$ cat config.mk
export PLATFORM = sky130hd
export DESIGN_NAME = sgpc_top
export DESIGN_NICKNAME = d
export VERILOG_FILES = /design/src/logic/sgpc_pkg.sv /design/src/logic/sgpc_sync.sv /design/src/logic/sgpc_debounce.sv /design/src/logic/sgpc_top.sv
export VERILOG_INCLUDE_DIRS = /design/src /design/src/logic
export SDC_FILE = /design/constraint.sdc
export NUM_CORES = 1
export LEC_CHECK = 0
export CAP_MARGIN = 20
export CORE_MARGIN = 3
export CORE_UTILIZATION = 50
export CTS_CLUSTER_DIAMETER = 30
export CTS_CLUSTER_SIZE = 14
export DETAILED_ROUTE_END_ITERATION = 8
export DONT_BUFFER_PORTS = 1
export GPL_TIMING_DRIVEN = 0
export HOLD_SLACK_MARGIN = 0.06
export PLACE_DENSITY = 0.64
export SLEW_MARGIN = 10
export SYNTH_ARGS = -nofsm -noshare
export SYNTH_HDL_FRONTEND = slang
export SYNTH_HIERARCHICAL = 1
export SYNTH_SLANG_ARGS = --single-unit
$ cat constraint.sdc
create_clock -name i_clk -period 5.92 [get_ports i_clk]
set_input_delay 0.888 -clock i_clk [delete_from_list [all_inputs] [get_ports i_clk]]
set_output_delay 0.888 -clock i_clk [all_outputs]
set_load 0.01 [all_outputs]
$ cat src/logic/sgpc_consts.svh
`ifndef SGPC_CONSTS_SVH
`define SGPC_CONSTS_SVH

// Register indices; byte address on the bus is four times the index
`define SGPC_IDX_PIN_INDEX   6'h13
`define SGPC_IDX_SETUP_WIN   6'h14
`define SGPC_IDX_OUT_LATCH0  6'h18
`define SGPC_IDX_OUT_LATCH1  6'h19
`define SGPC_IDX_PENDING     6'h1a
`define SGPC_IDX_PIN_LEVEL   6'h1b

// Pin index fields
`define SGPC_SEL_PORT        4
`define SGPC_SEL_PIN_HI      2

// Setup window fields
`define SGPC_CFG_OE          0
`define SGPC_CFG_OTYPE       1
`define SGPC_CFG_PULLUP      2
`define SGPC_CFG_LOCK        3
`define SGPC_CFG_ETYPE       4
`define SGPC_CFG_EPOL        5
`define SGPC_CFG_DBEN        6

// Pin counts
`define SGPC_BIDIR_PINS      6
`define SGPC_EVENT_PINS      8
`define SGPC_OUT_PINS        2

// Reset values
`define SGPC_SEL_RST         8'h00
`define SGPC_CFG_P0_RST      7'h44
`define SGPC_CFG_P1_RST      3'h2
`define SGPC_OUT0_RST        6'h3f
`define SGPC_OUT1_RST        2'h3
`define SGPC_PIN_IDLE        1'b1

// Debounce timing
`define SGPC_DEBOUNCE_US     15000
`define SGPC_CLK_MHZ         250
`define SGPC_DEBOUNCE_CYC    (`SGPC_DEBOUNCE_US * `SGPC_CLK_MHZ)

`endif

$ cat src/logic/sgpc_pkg.sv
package sgpc_pkg;

    // Port 1 setup holds only output type, pull-up and lock; enable reads as 1
    typedef struct packed {
        logic [7:0][6:0] p0_cfg;
        logic [1:0][2:0] p1_cfg;
        logic            sel_port;
        logic [2:0]      sel_pin;
        logic [5:0]      out0;
        logic [1:0]      out1;
        logic [7:0]      pend;
        logic [7:0]      prev;
        logic            ack;
        logic [31:0]     rdata;
    } sgpc_state_s;

    typedef logic [31:0] sgpc_word_t;

endpackage

$ cat src/logic/sgpc_sync.sv
`timescale 1ns/1ps
`default_nettype none
`include "sgpc_consts.svh"
module sgpc_sync #(
    parameter int WIDTH = 12
) (
    // Clock and reset
    input  wire logic             i_clk,
    input  wire logic             i_resetn,
    // Data
    input  wire logic [WIDTH-1:0] i_async,
    output logic      [WIDTH-1:0] o_sync
);
    typedef struct packed {
        logic [WIDTH-1:0] meta;
        logic [WIDTH-1:0] sync;
    } sgpc_sync_s;

    sgpc_sync_s st_r;
    sgpc_sync_s st_nxt;

    always_comb begin
        st_nxt      = st_r;
        st_nxt.meta = i_async;
        st_nxt.sync = st_r.meta;
    end

    always_ff @(posedge i_clk or negedge i_resetn) begin
        if (!i_resetn) begin
            st_r <= {(2 * WIDTH){`SGPC_PIN_IDLE}};
        end else begin
            st_r <= st_nxt;
        end
    end

    assign o_sync = st_r.sync;
endmodule // sgpc_sync
`default_nettype wire

$ cat src/logic/sgpc_debounce.sv
`timescale 1ns/1ps
`default_nettype none
`include "sgpc_consts.svh"
module sgpc_debounce #(
    parameter int CYCLES = 3750000
) (
    // Clock and reset
    input  wire logic i_clk,
    input  wire logic i_resetn,
    // Control
    input  wire logic i_enable,
    // Data
    input  wire logic i_level,
    output logic      o_level
);
    localparam int CW = $clog2(CYCLES + 1);
    localparam logic [CW-1:0] LAST = CW'(CYCLES - 1);

    typedef struct packed {
        logic [CW-1:0] cnt;
        logic          level;
    } sgpc_deb_s;

    sgpc_deb_s st_r;
    sgpc_deb_s st_nxt;

    // Any return to the old level restarts the quiet period
    always_comb begin
        st_nxt = st_r;
        if (!i_enable || i_level == st_r.level) begin
            st_nxt.cnt   = '0;
            st_nxt.level = i_level;
        end else if (st_r.cnt == LAST) begin
            st_nxt.cnt   = '0;
            st_nxt.level = i_level;
        end else begin
            st_nxt.cnt = st_r.cnt + 1'b1;
        end
    end

    always_ff @(posedge i_clk or negedge i_resetn) begin
        if (!i_resetn) begin
            st_r <= {{CW{1'b0}}, `SGPC_PIN_IDLE};
        end else begin
            st_r <= st_nxt;
        end
    end

    assign o_level = st_r.level;
endmodule // sgpc_debounce
`default_nettype wire

$ cat src/logic/sgpc_top.sv
// Contract
// RQ1 - Only edge detection exists; event type value 1 changes nothing.
// RQ2 - Polarity 0 detects falling edges (default), 1 detects rising edges.
// RQ3 - Debounced input passes only after the pin stays quiet about 15 ms.
// RQ4 - Debounce delays both setting and clearing of the pending indicator; here it delays only setting, clearing is by register write.
// RQ5 - Software should disable debounce for level events if delay hurts.
// RQ6 - Debounce enable 0 off, 1 on; on by default for event pins.
// RQ7 - Pin index clears to zero on power-up and software reset.
// RQ8 - Port select 0 picks port 0 (default), 1 picks port 1.
// RQ9 - Pin select holds binary pin number 0..7, default 0.
// RQ10 - Port 0 covers bidir and event pins; port 1 the two outputs.
// RQ11 - One window address reaches the setup of the indexed pin.
// RQ12 - Bits 0-3 for bidir and output pins; 4-6 for event pins.
// RQ13 - Lock is set-only, cleared by power-up; freezes bits 2-0 and output.
// RQ14 - Pull-up control 0 disables, 1 enables (default).
// RQ15 - Output type 0 open-drain (default), 1 push-pull.
// RQ16 - Output-only pins read enable as 1; bidir enable default off.
// RQ17 - Output enable never affects input sampling or readback.
// RQ18 - Output-only bits 7-4 and all plain-input bits read zero.
// RQ19 - Locked pins ignore writes to their output latch bit.
// RQ20 - Each detected event sets a per-pin pending flag, readable.
// RQ21 - Pins synchronised, debounced, then edges found from filtered samples.
`timescale 1ns/1ps
`default_nettype none
`include "sgpc_consts.svh"
module sgpc_top #(
    parameter int DEBOUNCE_CYCLES = `SGPC_DEBOUNCE_CYC
) (
    // Clock and reset
    input  wire logic              i_clk,
    input  wire logic              i_resetn,
    input  wire logic              i_soft_reset,
    // Avalon-MM slave
    input  wire logic [7:0]        i_avs_address,
    input  wire logic              i_avs_read,
    input  wire logic              i_avs_write,
    input  wire logic [3:0]        i_avs_byteenable,
    input  wire sgpc_pkg::sgpc_word_t i_avs_writedata,
    output sgpc_pkg::sgpc_word_t   o_avs_readdata,
    output logic                   o_avs_waitrequest,
    // Port 0 pins: 0..5 bidirectional, 6..7 event inputs
    input  wire logic [7:0]        i_pin0_in,
    output logic      [5:0]        o_pin0_out,
    output logic      [5:0]        o_pin0_oe,
    output logic      [5:0]        o_pin0_pullup,
    // Port 1 pins: 0..1 output-only, 2..3 plain inputs
    input  wire logic [3:0]        i_pin1_in,
    output logic      [1:0]        o_pin1_out,
    output logic      [1:0]        o_pin1_oe,
    output logic      [1:0]        o_pin1_pullup,
    // Event pending flags towards the wake-up logic
    output logic      [7:0]        o_event_pending
);
    import sgpc_pkg::*;

    sgpc_state_s st_r;
    sgpc_state_s st_nxt;
    logic [11:0] sync_q;
    logic [7:0]  filt;
    logic [7:0]  ev_hit;
    logic [5:0]  widx;
    logic        rd_take;
    logic        wr_go;
    logic [7:0]  wd;

    // Port and pin of the selected setup register
    function automatic logic sel_bidir(input logic port, input logic [2:0] pin);
        return !port && pin < 3'(`SGPC_BIDIR_PINS);
    endfunction

    function automatic logic sel_outonly(input logic port, input logic [2:0] pin);
        return port && pin < 3'(`SGPC_OUT_PINS);
    endfunction

    function automatic logic [7:0] setup_view(input sgpc_state_s s);
        logic [7:0] v;
        v = 8'h00;
        if (!s.sel_port) begin
            v[6:4] = s.p0_cfg[s.sel_pin][6:4]; // see RQ12
            if (sel_bidir(s.sel_port, s.sel_pin)) begin
                v[3:0] = s.p0_cfg[s.sel_pin][3:0];
            end
        end else if (sel_outonly(s.sel_port, s.sel_pin)) begin
            v[3:1] = s.p1_cfg[s.sel_pin[0]]; // see RQ18
            v[0]   = 1'b1; // see RQ16
        end
        return v;
    endfunction

    // Inputs are sampled regardless of any output enable
    sgpc_sync #(
        .WIDTH (12)
    ) u_sync (
        .i_clk    (i_clk),
        .i_resetn (i_resetn),
        .i_async  ({i_pin1_in, i_pin0_in}),
        .o_sync   (sync_q)
    ); // see RQ17, RQ21

    for (genvar gi = 0; gi < `SGPC_EVENT_PINS; gi++) begin : g_deb
        sgpc_debounce #(
            .CYCLES (DEBOUNCE_CYCLES)
        ) u_deb (
            .i_clk    (i_clk),
            .i_resetn (i_resetn),
            .i_enable (st_r.p0_cfg[gi][`SGPC_CFG_DBEN]),
            .i_level  (sync_q[gi]),
            .o_level  (filt[gi])
        ); // see RQ3, RQ4, RQ6
    end

    // Event type is stored but only edges are ever detected
    always_comb begin
        for (int i = 0; i < `SGPC_EVENT_PINS; i++) begin
            ev_hit[i] = st_r.p0_cfg[i][`SGPC_CFG_EPOL] ? (filt[i] && !st_r.prev[i])
                                                       : (!filt[i] && st_r.prev[i]);
        end
    end // see RQ1, RQ2, RQ21

    assign widx    = i_avs_address[7:2];
    assign rd_take = i_avs_read && !st_r.ack;
    assign wr_go   = i_avs_write && st_r.ack && i_avs_byteenable[0];
    assign wd      = i_avs_writedata[7:0];

    always_comb begin
        st_nxt      = st_r;
        st_nxt.prev = filt;
        // One wait cycle for every access, then the answer
        st_nxt.ack  = (i_avs_read || i_avs_write) && !st_r.ack;

        if (rd_take) begin
            case (widx)
                `SGPC_IDX_PIN_INDEX:  st_nxt.rdata = {24'h0, 3'h0, st_r.sel_port, 1'b0,
                                                      st_r.sel_pin};
                `SGPC_IDX_SETUP_WIN:  st_nxt.rdata = {24'h0, setup_view(st_r)}; // see RQ11
                `SGPC_IDX_OUT_LATCH0: st_nxt.rdata = {26'h0, st_r.out0};
                `SGPC_IDX_OUT_LATCH1: st_nxt.rdata = {30'h0, st_r.out1};
                `SGPC_IDX_PENDING:    st_nxt.rdata = {24'h0, st_r.pend}; // see RQ20
                `SGPC_IDX_PIN_LEVEL:  st_nxt.rdata = {20'h0, sync_q}; // see RQ17
                default:              st_nxt.rdata = 32'h0;
            endcase
        end

        if (wr_go) begin
            case (widx)
                `SGPC_IDX_PIN_INDEX: begin
                    st_nxt.sel_port = wd[`SGPC_SEL_PORT]; // see RQ8
                    st_nxt.sel_pin  = wd[`SGPC_SEL_PIN_HI:0]; // see RQ9
                end
                `SGPC_IDX_SETUP_WIN: begin
                    if (!st_r.sel_port) begin
                        // Event fields stay writable on a locked pin
                        st_nxt.p0_cfg[st_r.sel_pin][6:4] = wd[6:4]; // see RQ10, RQ12
                        if (sel_bidir(st_r.sel_port, st_r.sel_pin)) begin
                            if (!st_r.p0_cfg[st_r.sel_pin][`SGPC_CFG_LOCK]) begin
                                st_nxt.p0_cfg[st_r.sel_pin][2:0] = wd[2:0]; // see RQ13
                            end
                            st_nxt.p0_cfg[st_r.sel_pin][`SGPC_CFG_LOCK] =
                                st_r.p0_cfg[st_r.sel_pin][`SGPC_CFG_LOCK] | wd[3]; // see RQ13
                        end
                    end else if (sel_outonly(st_r.sel_port, st_r.sel_pin)) begin
                        if (!st_r.p1_cfg[st_r.sel_pin[0]][2]) begin
                            st_nxt.p1_cfg[st_r.sel_pin[0]][1:0] = wd[2:1]; // see RQ10
                        end
                        st_nxt.p1_cfg[st_r.sel_pin[0]][2] =
                            st_r.p1_cfg[st_r.sel_pin[0]][2] | wd[3]; // see RQ13
                    end
                end
                `SGPC_IDX_OUT_LATCH0: begin
                    for (int i = 0; i < `SGPC_BIDIR_PINS; i++) begin
                        if (!st_r.p0_cfg[i][`SGPC_CFG_LOCK]) begin
                            st_nxt.out0[i] = wd[i]; // see RQ19
                        end
                    end
                end
                `SGPC_IDX_OUT_LATCH1: begin
                    for (int i = 0; i < `SGPC_OUT_PINS; i++) begin
                        if (!st_r.p1_cfg[i][2]) begin
                            st_nxt.out1[i] = wd[i]; // see RQ19
                        end
                    end
                end
                `SGPC_IDX_PENDING: st_nxt.pend = st_r.pend & ~wd;
                default: ;
            endcase
        end

        // Software reset spares the lock and any locked output bit
        if (i_soft_reset) begin
            st_nxt.sel_port = 1'(`SGPC_SEL_RST >> `SGPC_SEL_PORT);
            st_nxt.sel_pin  = 3'(`SGPC_SEL_RST);
            for (int i = 0; i < `SGPC_BIDIR_PINS; i++) begin
                if (!st_r.p0_cfg[i][`SGPC_CFG_LOCK]) begin
                    st_nxt.out0[i] = 1'(`SGPC_OUT0_RST >> i);
                end
            end
            for (int i = 0; i < `SGPC_OUT_PINS; i++) begin
                if (!st_r.p1_cfg[i][2]) begin
                    st_nxt.out1[i] = 1'(`SGPC_OUT1_RST >> i);
                end
            end
        end // see RQ7

        // A new event beats a clear in the same cycle
        st_nxt.pend = st_nxt.pend | ev_hit; // see RQ20
    end

    always_ff @(posedge i_clk or negedge i_resetn) begin
        if (!i_resetn) begin
            st_r          <= '0;
            st_r.p0_cfg   <= {8{`SGPC_CFG_P0_RST}}; // see RQ6, RQ14, RQ15, RQ16
            st_r.p1_cfg   <= {2{`SGPC_CFG_P1_RST}};
            st_r.out0     <= `SGPC_OUT0_RST;
            st_r.out1     <= `SGPC_OUT1_RST;
            st_r.prev     <= {8{`SGPC_PIN_IDLE}};
        end else begin
            st_r <= st_nxt;
        end
    end

    // Open-drain drives only a low level; push-pull drives both
    always_comb begin
        for (int i = 0; i < `SGPC_BIDIR_PINS; i++) begin
            o_pin0_out[i]    = st_r.out0[i];
            o_pin0_oe[i]     = st_r.p0_cfg[i][`SGPC_CFG_OE] &&
                               (st_r.p0_cfg[i][`SGPC_CFG_OTYPE] || !st_r.out0[i]); // see RQ15
            o_pin0_pullup[i] = st_r.p0_cfg[i][`SGPC_CFG_PULLUP]; // see RQ14
        end
        for (int i = 0; i < `SGPC_OUT_PINS; i++) begin
            o_pin1_out[i]    = st_r.out1[i];
            o_pin1_oe[i]     = st_r.p1_cfg[i][0] || !st_r.out1[i]; // see RQ16
            o_pin1_pullup[i] = st_r.p1_cfg[i][1];
        end
    end

    assign o_avs_readdata    = st_r.rdata;
    assign o_avs_waitrequest = (i_avs_read || i_avs_write) && !st_r.ack;
    assign o_event_pending   = st_r.pend;

    for (genvar ga = 0; ga < `SGPC_BIDIR_PINS; ga++) begin : g_ast

    end

    // Open-drain may only pull low; a high level comes from the pull-up
    for (genvar gb = 0; gb < `SGPC_BIDIR_PINS; gb++) begin : g_ast_od

    end
endmodule // sgpc_top
`default_nettype wire

Yosys cells after proc, flatten, opt, wreduce, memory -nomap -nowiden. Index checks and enable logic that the tools add are counted.

Div/mod/pow operators: 0. Muxes and demuxes: 89. Shifts and indexed selects: 0. Magnitude comparators: 6. Reductions and logical operators: 94. Equal/unequal tests: 22. Multiply operators: 0. Bitwise operators: 6. Add/subtract/negate cells: 8.

Operators by type and width (count): two-way mux 56 bit (6); two-way mux 23 bit (8); adder 22 x 1 -> 22 bit (second input constant) (8); == test 22 bit (second input constant) (8); two-way mux 22 bit (8); bitwise mux 56 bit (3); case mux 12 bit (6 select lines) (1); demux 7 bit (select 3 bit) (3); == test 6 x 5 -> 1 bit (second input constant) (6); two-way mux 6 bit (6); zero test 1 bit (34); two-way mux 1 bit (32); logical AND 1 bit (30); binary-select mux 7 bit (select 3 bit) (1); two-way mux 20 bit (1); two-way mux 4 bit (5); nonzero test 2 bit (10); logical OR 1 bit (17); two-way mux 3 bit (5); two-way mux 7 bit (2); bitwise mux 6 bit (2); two-way mux 12 bit (1); bitwise AND 8 bit (1); == test 1 bit (8); 16 further kinds (19).

Output and inout port bits: 65. Input bits: 61. Memories kept: 0. Bits in read-only memories: 0. Bits in writable memories: 0. Logic and storage cells: 261. Bits in latches: 0. Flip-flop bits (word level): 331.

Depth between registers and ports, before layout. Gate-level depths: netlist of the first run.

Depth in word-level cells: 13. Gate-level depth with buffers: 7. Depth with buffers taken out: 5.

By module. Netlist of the first run, hierarchy kept.

By module, submodules not included: sgpc_debounce (seq. area each 576.8 um^2, area each 1204.9 um^2, instances 8, cells each 125); sgpc_top (seq. area each 2467.4 um^2, area each 5487.8 um^2, instances 1, cells each 516); sgpc_sync (seq. area each 630.6 um^2, area each 630.6 um^2, instances 1, cells each 24).

Worst setup path before layout of the first run. No wires, ideal clock.

Path type: input port to flip-flop. Start point: input i_avs_address[5]. End point: register st_r[67] (netlist name). Required time: 5795 ps. Data arrival time: 2888 ps. Stages: 7. Slack: 2907 ps. Setup time: 125 ps. Buffers on the path: 3. Cells stage by stage: buf_2 > or4b_4 > buf_6 > or4b_4 > buf_6 > a2111oi_4 > mux2_2.

RTL lines: start, declared (line sgpc_top.sv:34) `input wire logic [7:0] i_avs_address,`.

==> reports/summary.txt, run 1 <==
sequential share of power -> 33.3%
DR vias/cell -> 5.66
CP peak stage delay -> 0.67 ns
port bufs -> 0
setup tns final -> 0 ns
simple-gate portion of the synthesized area -> 21.7%
postcts setup bufs -> 0
CTS Buf Count -> 76
antenna violations before repair -> 0
Max Buffers Root-to-Sink -> 3
layout cells sized above 1 -> 21.3%
share of the synthesized area in the top cell type -> 38.3%
pwr dens -> 339 nW/um^2
DR pass1 iterations -> 5
cells after synthesis -> 1540
Core ar. -> 30800 sq um
dpl cells -> 1955
largest net degree at the start of global routing -> 306
Die H -> 184 um
Worst Path Required -> 6.32 ns
PostCTS Resize Cnt -> 0
DP Area -> 16300 sq um
initial core utilization -> 51.1%
top-count cell post-synth -> dfrtp_1
row count -> 64
status -> completed
grt ovf -> 0
Synth Area in Compound Gates -> 8.24%
DR WL/cell -> 18.0 um
cells along the critical path -> clkbuf_1, buf_2, buf_1, mux2i_1, nor2_1, o311ai_0, o221ai_1
Peak Freq -> 348 MHz
Cell variety after synth -> 63
Synthesis Warnings -> 6
pin slew with the least headroom to its limit -> 1.01 ns
CP arrival -> 3.28 ns
register clock-pin slew on the reported worst setup and hold paths -> 0.05 ns
crit end category -> flip-flop
final instance area -> 19000 sq um
area delta synth->final -> 20.7%
Die Area -> 33700 sq um
internal power -> 5080 uW
I/O pins -> 126
DRC viols -> 0
Routed WL -> 37700 um
Post-Synth XOR/XNOR Area -> 6.67%
Final Max Tran Viols -> 0
maximum VDD drop -> 0.229 mV
crit path launch type -> flip-flop
Switch Pwr -> 1360 uW
vias in the first global route -> 11700
CP max-delay cell -> buf_1
largest family of logic cells by synthesized area -> simple AND/OR/NAND/NOR gates
Tmin final -> 2.87 ns
adder-cell share of the synthesized area -> 1.33%
Post-DP HPWL -> 24800 um
Final Util -> 61.7%
cell taking the most area after synthesis -> dfrtp_1
fin nets -> 1716
Final GP Congestion -> 0.857
CTS tree -> done
Fill cells -> 2522
width of the die -> 184 um
CTS Root Cell -> clkbuf_16
R2R Path End -> o_avs_readdata[2]
fraction of synthesized area in multiplexers -> 7.34%
CTS sink count -> 305
R2R setup slack -> 3.05 ns
Non-Filler Instances -> 2097
post-synthesis cell area -> 15800 sq um
clock skew -> 0.0238 ns
fin crit share -> 48.5%
CP max FO -> 10
HP Class -> in -> async
slew margin rel. -> 31.7%
# Max-Cap Violations -> 0
Clk Latency, worst-skew pair -> 0.57 ns
Seq/Total Area, Yosys -> 48.9%
endpoints failing hold -> 0
CP bufs+invs -> 3
final setup vio count -> 0
GRT Total Usage -> 21.9%
Routed Antenna Nets -> 0
asr flop ratio synth -> 100%
logic gate share of total power -> 2.0%
first-pass GRT wire length -> 60400 um
leakage -> 0.00761 uW
kind of critical path -> reg -> reg
initial DRC count -> 848
synth top area cells -> dfrtp_1 (38%), dfstp_2 (11%), mux2_2 (4.4%), nor2_1 (4.4%), xnor2_1 (3.6%)
R2R cell count -> 7
ys flop type -> dfrtp_1
CP top delay family -> buffers and inverters
most frequent cells after synthesis -> dfrtp_1 (241), nor2_1 (185), nand2_1 (89), nand3_1 (81)
Vias -> 11900
Worst R2R Start -> st_r[57]
unrepaired setup endpoints after global routing -> false
H-Tree Depth -> 3
syn avg cell area -> 10.2 sq um
Switching Share -> 21.2%
EDFF count, synth -> 0
clock share of power -> 64.7%
synthesis-stage register bit count -> 305
n_diodes -> 0
worst max path at each step:
stage | from | to | slack (ns) | depth (start not counted)
after detailed placement | i_avs_address[5] | st_r[71] | 2.72 | 7
final | st_r[57] | o_avs_readdata[2] | 3.05 | 7
after global routing | st_r[57] | o_avs_readdata[2] | 2.91 | 7
after CTS | st_r[57] | o_avs_readdata[2] | 3.06 | 7
after global placement | i_avs_address[5] | st_r[72] | 2.74 | 7
after floorplan | i_avs_address[5] | st_r[67] | 2.91 | 7
placed cells by master (no fill, tap or decap), types with 42 or more instances in the layout:
master / instances
dfrtp_1: 241
nor2_1: 185
nand2_1: 89
nand3_1: 81
clkbuf_16: 80
clkbuf_1: 72
xnor2_1: 64
dfstp_2: 64
mux2_2: 62
buf_4: 56
xor2_1: 56
inv_1: 55
a21oi_1: 51
nor4_1: 46
nand4_1: 42
o31ai_1: 42
logic make-up after synthesis:
group | Yosys count
xor+xnor | 120
other cells | 1
simple gates | 630
compound gates | 188
flops | 305
buf+inv | 179
mux | 100
fa+ha+maj | 17
power groups by stage:
| stage | Clock (uW) | Sequential [uW] | Combinational [uW] |
|---|---|---|---|
| 2_1_floorplan | 0 | 2170 | 71.5 |
| 3_3_place_gp | 0 | 2180 | 86.5 |
| 3_5_place_dp | 0 | 2180 | 86.9 |
| 4_1_cts | 4230 | 2150 | 88.1 |
| 5_1_grt | 4360 | 2150 | 141 |
| 6_report | 4170 | 2150 | 126 |
state kept, by name (all words and copies together), names as in the netlist:
name and count:
o_pin1_out 2, g_deb.u_deb/st_r 176, o_pin1_pullup 2, o_pin0_out 6
o_avs_readdata 12, st_r 61, u_sync/st_nxt 12, u_sync/o_sync 12
o_pin0_pullup 6, g_deb.u_deb/o_level 8, o_event_pending 8
layout make-up:
cell class / instances / area, sq um / area share, %
flip-flops and latches: 305 / 7710 / 40.6
multi-input cells: 1075 / 7210 / 37.9
clock buffers: 105 / 2210 / 11.6
plain buffers: 124 / 701 / 3.68
well taps: 396 / 495 / 2.61
clock inverters: 35 / 433 / 2.28
inverters: 55 / 206 / 1.09
repair buffers: 2 / 55.1 / 0.289
metrics by stage:
step | hold slack [ns] | power, uW | setup WS (ns)
after CTS | 0.0158 | 6470 | 3.06
after floorplan | 0.345 | 2240 | 2.91
after detailed placement | 0.347 | 2260 | 2.72
final | 0.199 | 6440 | 3.05
after global placement | 0.346 | 2260 | 2.74
after global routing | 0.162 | 6640 | 2.91
metal layers:
metal  vias to the layer above  wire [um]  GRT usage [%]
met1                      5840      17500           31.1
met3                        62       2170           4.91
met5                         -          0              0
li1                       5675          -              -
met4                         0        788           7.01
met2                       300      17200           33.7
Power figures use the tool's default switching activity.
==> run 2: changes to the inputs <==
ABC_AREA = 1   (was unset)
clock period = 2.8 ns   (was 5.92 ns; I/O delays follow)
==> run 2 against run 1 <==
The run now ends with negative hold slack left. Total power is 110% higher. Worst setup slack worse by 2.4 ns. Sequential share of layout area is 2.6 points lower. Clock power is 110% higher. Die area is 6.8% higher. Count of clock-buffer cells in the layout is 1 lower. Register-to-register slack worse by 2.3 ns. Synthesized area is 7.1% higher. Non-clock buffer count is 24 lower. Core utilization is 0.20 points higher. Critical path depth is 3 lower. Critical path type is now in -> out. Largest cell class is now multi-input gates.
==> reports/summary.txt, run 2 <==
Synth Area in Compound Gates -> 5.41% (-2.8 points)
H-Tree Depth -> 3 (unchanged)
Routed WL -> 41400 um (+9.8%)
n_diodes -> 0 (unchanged)
antenna violations before repair -> 0 (unchanged)
Non-Filler Instances -> 2848 (+36%)
cell taking the most area after synthesis -> dfrtp_1
most frequent cells after synthesis -> nand2_1 (564), nor2_1 (487), dfrtp_1 (241), inv_1 (190), nand3_1 (136)
cells after synthesis -> 2228 (+45%)
failing checks -> negative hold slack
kind of critical path -> in -> out
CTS Buf Count -> 75 (-1.3%)
CP arrival -> 1.77 ns (-1.51 ns)
register clock-pin slew on the reported worst setup and hold paths -> 0.04 ns (about the same)
PostCTS Resize Cnt -> 0 (unchanged)
fin crit share -> 78.1%
initial DRC count -> 1068 (+26%)
M1 WL -> 18500 um (+5.7%)
leakage -> 0.00839 uW (+10%)
CTS sink count -> 305 (unchanged)
crit end category -> output port
crit path launch type -> input pin
Post-Synth XOR/XNOR Area -> 4.57% (-2.1 points)
Cell variety after synth -> 34 (-46%)
Post-DP HPWL -> 29200 um (+18%)
largest family of logic cells by synthesized area -> simple AND/OR/NAND/NOR gates
slew margin rel. -> 53.1% (+21 points)
pwr dens -> 678 nW/um^2 (+100%)
syn avg cell area -> 7.57 sq um (-26%)
initial core utilization -> 51.3% (+0.22 points)
Final Util -> 61.9% (+0.20 points)
commonest non-fill, non-tap cell in the layout -> nand2_1
vias in the first global route -> 14200 (+22%)
DR WL/cell -> 14.5 um (-19%)
adder-cell share of the synthesized area -> 1.19% (-0.15 points)
DRC viols -> 0 (unchanged)
Synthesis Warnings -> 6 (unchanged)
simple-gate portion of the synthesized area -> 35.1% (+13 points)
postcts setup bufs -> 0 (unchanged)
top-count cell post-synth -> nand2_1
R2R cell count -> 6 (-1)
share of the synthesized area in the top cell type -> 35.7% (-2.5 points)
dpl cells -> 2689 (+38%)
multi-input logic area -> 7870 sq um (+9.2%)
status -> finished, violations left
setup tns final -> 0 ns (unchanged)
Met2 Routed Length -> 19000 um (+10%)
Seq/Total Area, Yosys -> 45.7% (-3.2 points)
endpoints failing hold -> 305 (+305)
biggest regs -> g_deb.u_deb/st_r (176), st_r (61)
Vias -> 14400 (+21%)
final setup vio count -> 0 (unchanged)
fin nets -> 2422 (+41%)
ys flop type -> dfrtp_1
HP Class -> in -> async
port bufs -> 0 (unchanged)
Routed Antenna Nets -> 0 (unchanged)
GRT Total Usage -> 23.8% (+1.9 points)
most frequent cells in the layout -> nand2_1 (564), nor2_1 (487), dfrtp_1 (241)
max FFs per register -> 176 (unchanged)
Die H -> 190 um (+3.4%)
synth top area cells -> dfrtp_1 (36%), nand2_1 (13%), nor2_1 (11%), dfstp_2 (10%), inv_1 (4.2%)
CP max FO -> 2 (-8)
Max Buffers Root-to-Sink -> 3 (unchanged)
clock skew -> 0.0130 ns (-0.0108 ns)
Tmin final -> 2.19 ns
area delta synth->final -> 20.6%
highest metal layer with signal wires -> met4
layout cells sized above 1 -> 16.8% (-4.5 points)
first-pass GRT wire length -> 70000 um (+16%)
Peak Freq -> 457 MHz
CTS Root Cell -> clkbuf_16
Worst R2R Start -> st_r[32]
grt ovf -> 0 (unchanged)
DR vias/cell -> 5.06 (-11%)
Core ar. -> 32900 sq um (+6.6%)
Worst Path Required -> 2.38 ns (-3.94 ns)
largest net degree at the start of global routing -> 306 (unchanged)
row count -> 66 (+3.1%)
post-synthesis cell area -> 16900 sq um (+7.1%)
Placement Setup Slack -> 0.637 ns (-2.09 ns)
Final GP Congestion -> 0.918 (+7.1%)
DR pass1 iterations -> 6 (+1)
register area -> 7710 sq um (unchanged)
width of the die -> 190 um (+3.4%)
Hold Slack -> -0.441 ns (-0.641 ns)
I/O pins -> 126 (unchanged)
Final Max Tran Viols -> 0 (unchanged)
maximum VDD drop -> 0.620 mV (+170%)
synthesis-stage register bit count -> 305 (unchanged)
Fill cells -> 3005 (+19%)
CTS tree -> done
EDFF count, synth -> 0 (unchanged)
Critical Path Start -> i_avs_read
Largest Register -> g_deb.u_deb/st_r
CTS Hold Bufs -> 21
pin slew with the least headroom to its limit -> 0.700 ns (-0.315 ns)
unrepaired setup endpoints after global routing -> false
Clk Latency, worst-skew pair -> 0.57 ns (about the same)
Final WS setup -> 0.613 ns (-2.44 ns)
met3 WL -> 2650 um (+22%)
asr flop ratio synth -> 100% (unchanged)
Die Area -> 36000 sq um (+6.8%)
# Max-Cap Violations -> 0 (unchanged)
fraction of synthesized area in multiplexers -> 0% (-7.3 points)
-- run 2: final cells by class --
type	instances	area share (%)
repair buffers	21	1.03
well taps	442	2.72
flip-flops and latches	305	37.9
clock buffers	104	10.9
plain buffers	81	2.93
clock inverters	34	2.09
multi-input cells	1658	38.7
inverters	203	3.75
-- run 2: final timing paths --
kind                                          end  slack (ns)
setup / recovery                o_avs_waitrequest        0.61
hold / removal             g_deb[4].u_deb/st_r[5]       -0.44
setup reg to reg               o_event_pending[1]        0.71
hold reg to reg                  u_sync/o_sync[9]        0.35
max in group asynchronous        u_sync/st_nxt[2]        2.81
min in group i_clk             o_event_pending[7]        0.11
-- run 2: power by group --
group / internal, uW / switching [uW] / leakage, uW / total (uW)
sequential: 4540 / 82.2 / 0.00393 / 4620
clock: 6230 / 2610 / 0.00128 / 8840
combinational: 132 / 213 / 0.00319 / 345
-- run 2: per-layer routing --
layer,track usage (%),vias to the layer above
li1,-,7202
met1,31.7,6748
met2,38.1,374
met3,5.71,85
met4,8.73,0
met5,0,-
-- run 2: logic make-up (layout without fill, tap and decap cells) --
kind of cell	Yosys count	after routing
flip-flops	305	305
AO/OA/AOI/OAI	170	170
adder cells (fa/ha/maj)	16	16
AND/OR/NAND/NOR	1364	1364
other	1	20
XOR/XNOR	88	88
buffers and inverters	284	443
-- run 2: worst max-delay path, stage by stage --
cell	delay, ns
dlygate4sd3_1	0.54
nor2_1	0.04
dlygate4sd3_1	0.55
nor2_1	0.22
-- run 2: through the flow --
stage,area [sq um],total power [uW]
finish,20300,13800
global route,20300,14300
CTS,20300,14000
detailed placement,17500,5000
global placement,17500,4990
floorplan,16900,4900
==> run 3: changes to the inputs <==
clock period = 2.15 ns   (was 2.8 ns; I/O delays follow)
==> run 3 against run 2 <==
The flow still finishes with violations (negative hold slack). Final area up 0.12%. Largest cell class unchanged. Count of clock-buffer cells in the layout unchanged. Worst hold slack worse by 0.096 ns. Global-route usage about the same.
==> reports/summary.txt, run 3 (synthesis gave the netlist of run 2 again) <==
biggest regs -> g_deb.u_deb/st_r (176), st_r (61)
layout cells sized above 1 -> 16.9% (+0.028 points)
DR vias/cell -> 5.04 (-0.31%)
first-pass GRT wire length -> 70000 um (about the same)
H-Tree Depth -> 3 (unchanged)
CTS tree -> done
Routed WL -> 41400 um (about the same)
CP top delay family -> buffers and inverters
pin slew with the least headroom to its limit -> 0.729 ns (+0.0293 ns)
Final Util -> 62.0% (+0.076 points)
CP max FO -> 2 (unchanged)
Worst Path Required -> 1.83 ns (-0.55 ns)
port bufs -> 0 (unchanged)
failing checks -> negative hold slack
final setup vio count -> 0 (unchanged)
CP bufs+invs -> 2 (unchanged)
grt ovf -> 0 (unchanged)
vias in the first global route -> 14200 (+0.028%)
Hold Slack -> -0.538 ns (-0.0963 ns)
CP max-delay cell -> dlygate4sd3_1
HP Class -> in -> async
slew margin rel. -> 51.1% (-2.0 points)
max FFs per register -> 176 (unchanged)
fin nets -> 2424 (+0.083%)
most frequent cells in the layout -> nand2_1 (564), nor2_1 (487), dfrtp_1 (241)
kind of critical path -> in -> out
Routed Antenna Nets -> 0 (unchanged)
maximum VDD drop -> 0.807 mV (+30%)
I/O pins -> 126 (unchanged)
Tmin final -> 1.99 ns
Largest Register -> g_deb.u_deb/st_r
Die H -> 190 um (unchanged)
fin crit share -> 92.6%
largest net degree at the start of global routing -> 306 (unchanged)
Post-DP HPWL -> 29200 um (unchanged)
CTS Buf Count -> 75 (unchanged)
Max Buffers Root-to-Sink -> 3 (unchanged)
clock skew -> 0.0125 ns (-0.000443 ns)
CTS Root Cell -> clkbuf_16
Die Area -> 36000 sq um (unchanged)
GRT Total Usage -> 23.8% (about the same)
endpoints failing hold -> 305 (unchanged)
row count -> 66 (unchanged)
Core ar. -> 32900 sq um (unchanged)
# Max-Cap Violations -> 0 (unchanged)
width of the die -> 190 um (unchanged)
Peak Freq -> 502 MHz
postcts setup bufs -> 0 (unchanged)
area delta synth->final -> 20.7%
n_diodes -> 0 (unchanged)
setup tns final -> 0 ns (unchanged)
CP peak stage delay -> 0.55 ns (about the same)
Vias -> 14400 (-0.24%)
commonest non-fill, non-tap cell in the layout -> nand2_1
Final Max Tran Viols -> 0 (unchanged)
CP arrival -> 1.67 ns (-0.10 ns)
crit path launch type -> input pin
leakage -> 0.00840 uW (about the same)
pwr dens -> 883 nW/um^2 (+30%)
status -> finished, violations left
CTS Hold Bufs -> 23 (+9.5%)
Final GP Congestion -> 0.918 (unchanged)
unrepaired setup endpoints after global routing -> false
DR pass1 iterations -> 8 (+2)
DRC viols -> 0 (unchanged)
DR WL/cell -> 14.5 um (about the same)
cells along the critical path -> dlygate4sd3_1, nor2_1, dlygate4sd3_1, nor2_1
crit end category -> output port
antenna violations before repair -> 0 (unchanged)
register clock-pin slew on the reported worst setup and hold paths -> 0.04 ns (about the same)
initial DRC count -> 1036 (-3.0%)
Clk Latency, worst-skew pair -> 0.57 ns (about the same)
CTS sink count -> 305 (unchanged)
initial core utilization -> 51.3% (unchanged)
run 3: timing repair:
item	CTS	global route
resized for setup	0	3
setup endpoints to repair	0	3
hold endpoints to repair	334	305
run 3: power breakdown:
part	leakage [uW]	switching, uW	internal (uW)
sequential	0.00393	107	5910
combinational	0.00319	279	174
clock	0.00128	3400	8110
total	0.00840	3780	14200
run 3: area by class of cell:
| type | instances | area (sq um) |
|---|---|---|
| multi-input combinational | 1658 | 7880 |
| fill | 3004 | 12500 |
| clock inverter | 34 | 424 |
| timing repair buffer | 23 | 230 |
| buffer | 81 | 596 |
| tap | 442 | 553 |
| inverter | 203 | 762 |
| clock buffer | 104 | 2210 |
| sequential | 305 | 7710 |
run 3: through the flow:
stage | hold slack (ns) | power [uW] | instance area (sq um) | setup slack [ns] | std cells
floorplan | 0.0269 | 6390 | 16900 | 0.660 | 2247
global placement | 0.0351 | 6500 | 17500 | 0.0787 | 2689
detailed placement | 0.0396 | 6510 | 17500 | 0.0849 | 2689
CTS | -0.559 | 18200 | 20400 | 0.0719 | 2850
global route | -0.572 | 18600 | 20400 | 0.0436 | 2850
finish | -0.538 | 18000 | 20400 | 0.158 | 2850
run 3: path summary, 6_finish.rpt:
| check | startpoint | cells past startpoint | end | slack (ns) |
|---|---|---|---|---|
| hold reg to reg | u_sync/st_nxt[9] | 0 | u_sync/o_sync[9] | 0.35 |
| setup / recovery | i_avs_read | 4 | o_avs_waitrequest | 0.16 |
| hold / removal | i_resetn | 0 | g_deb[4].u_deb/st_r[5] | -0.54 |
| min in group i_clk | i_avs_writedata[5] | 2 | st_r[93] | 0.11 |
| max in group asynchronous | i_resetn | 0 | u_sync/st_nxt[2] | 2.21 |
| setup reg to reg | st_r[59] | 11 | o_avs_readdata[1] | 0.18 |
run 3: per-layer routing:
metal / vias to the layer above / part of all wire [%] / GRT usage, %
met5: - / 0 / 0
met4: 0 / 2.8 / 8.64
met3: 76 / 6.1 / 5.69
met2: 354 / 46 / 38.2
met1: 6739 / 45 / 31.7
li1: 7205 / - / -
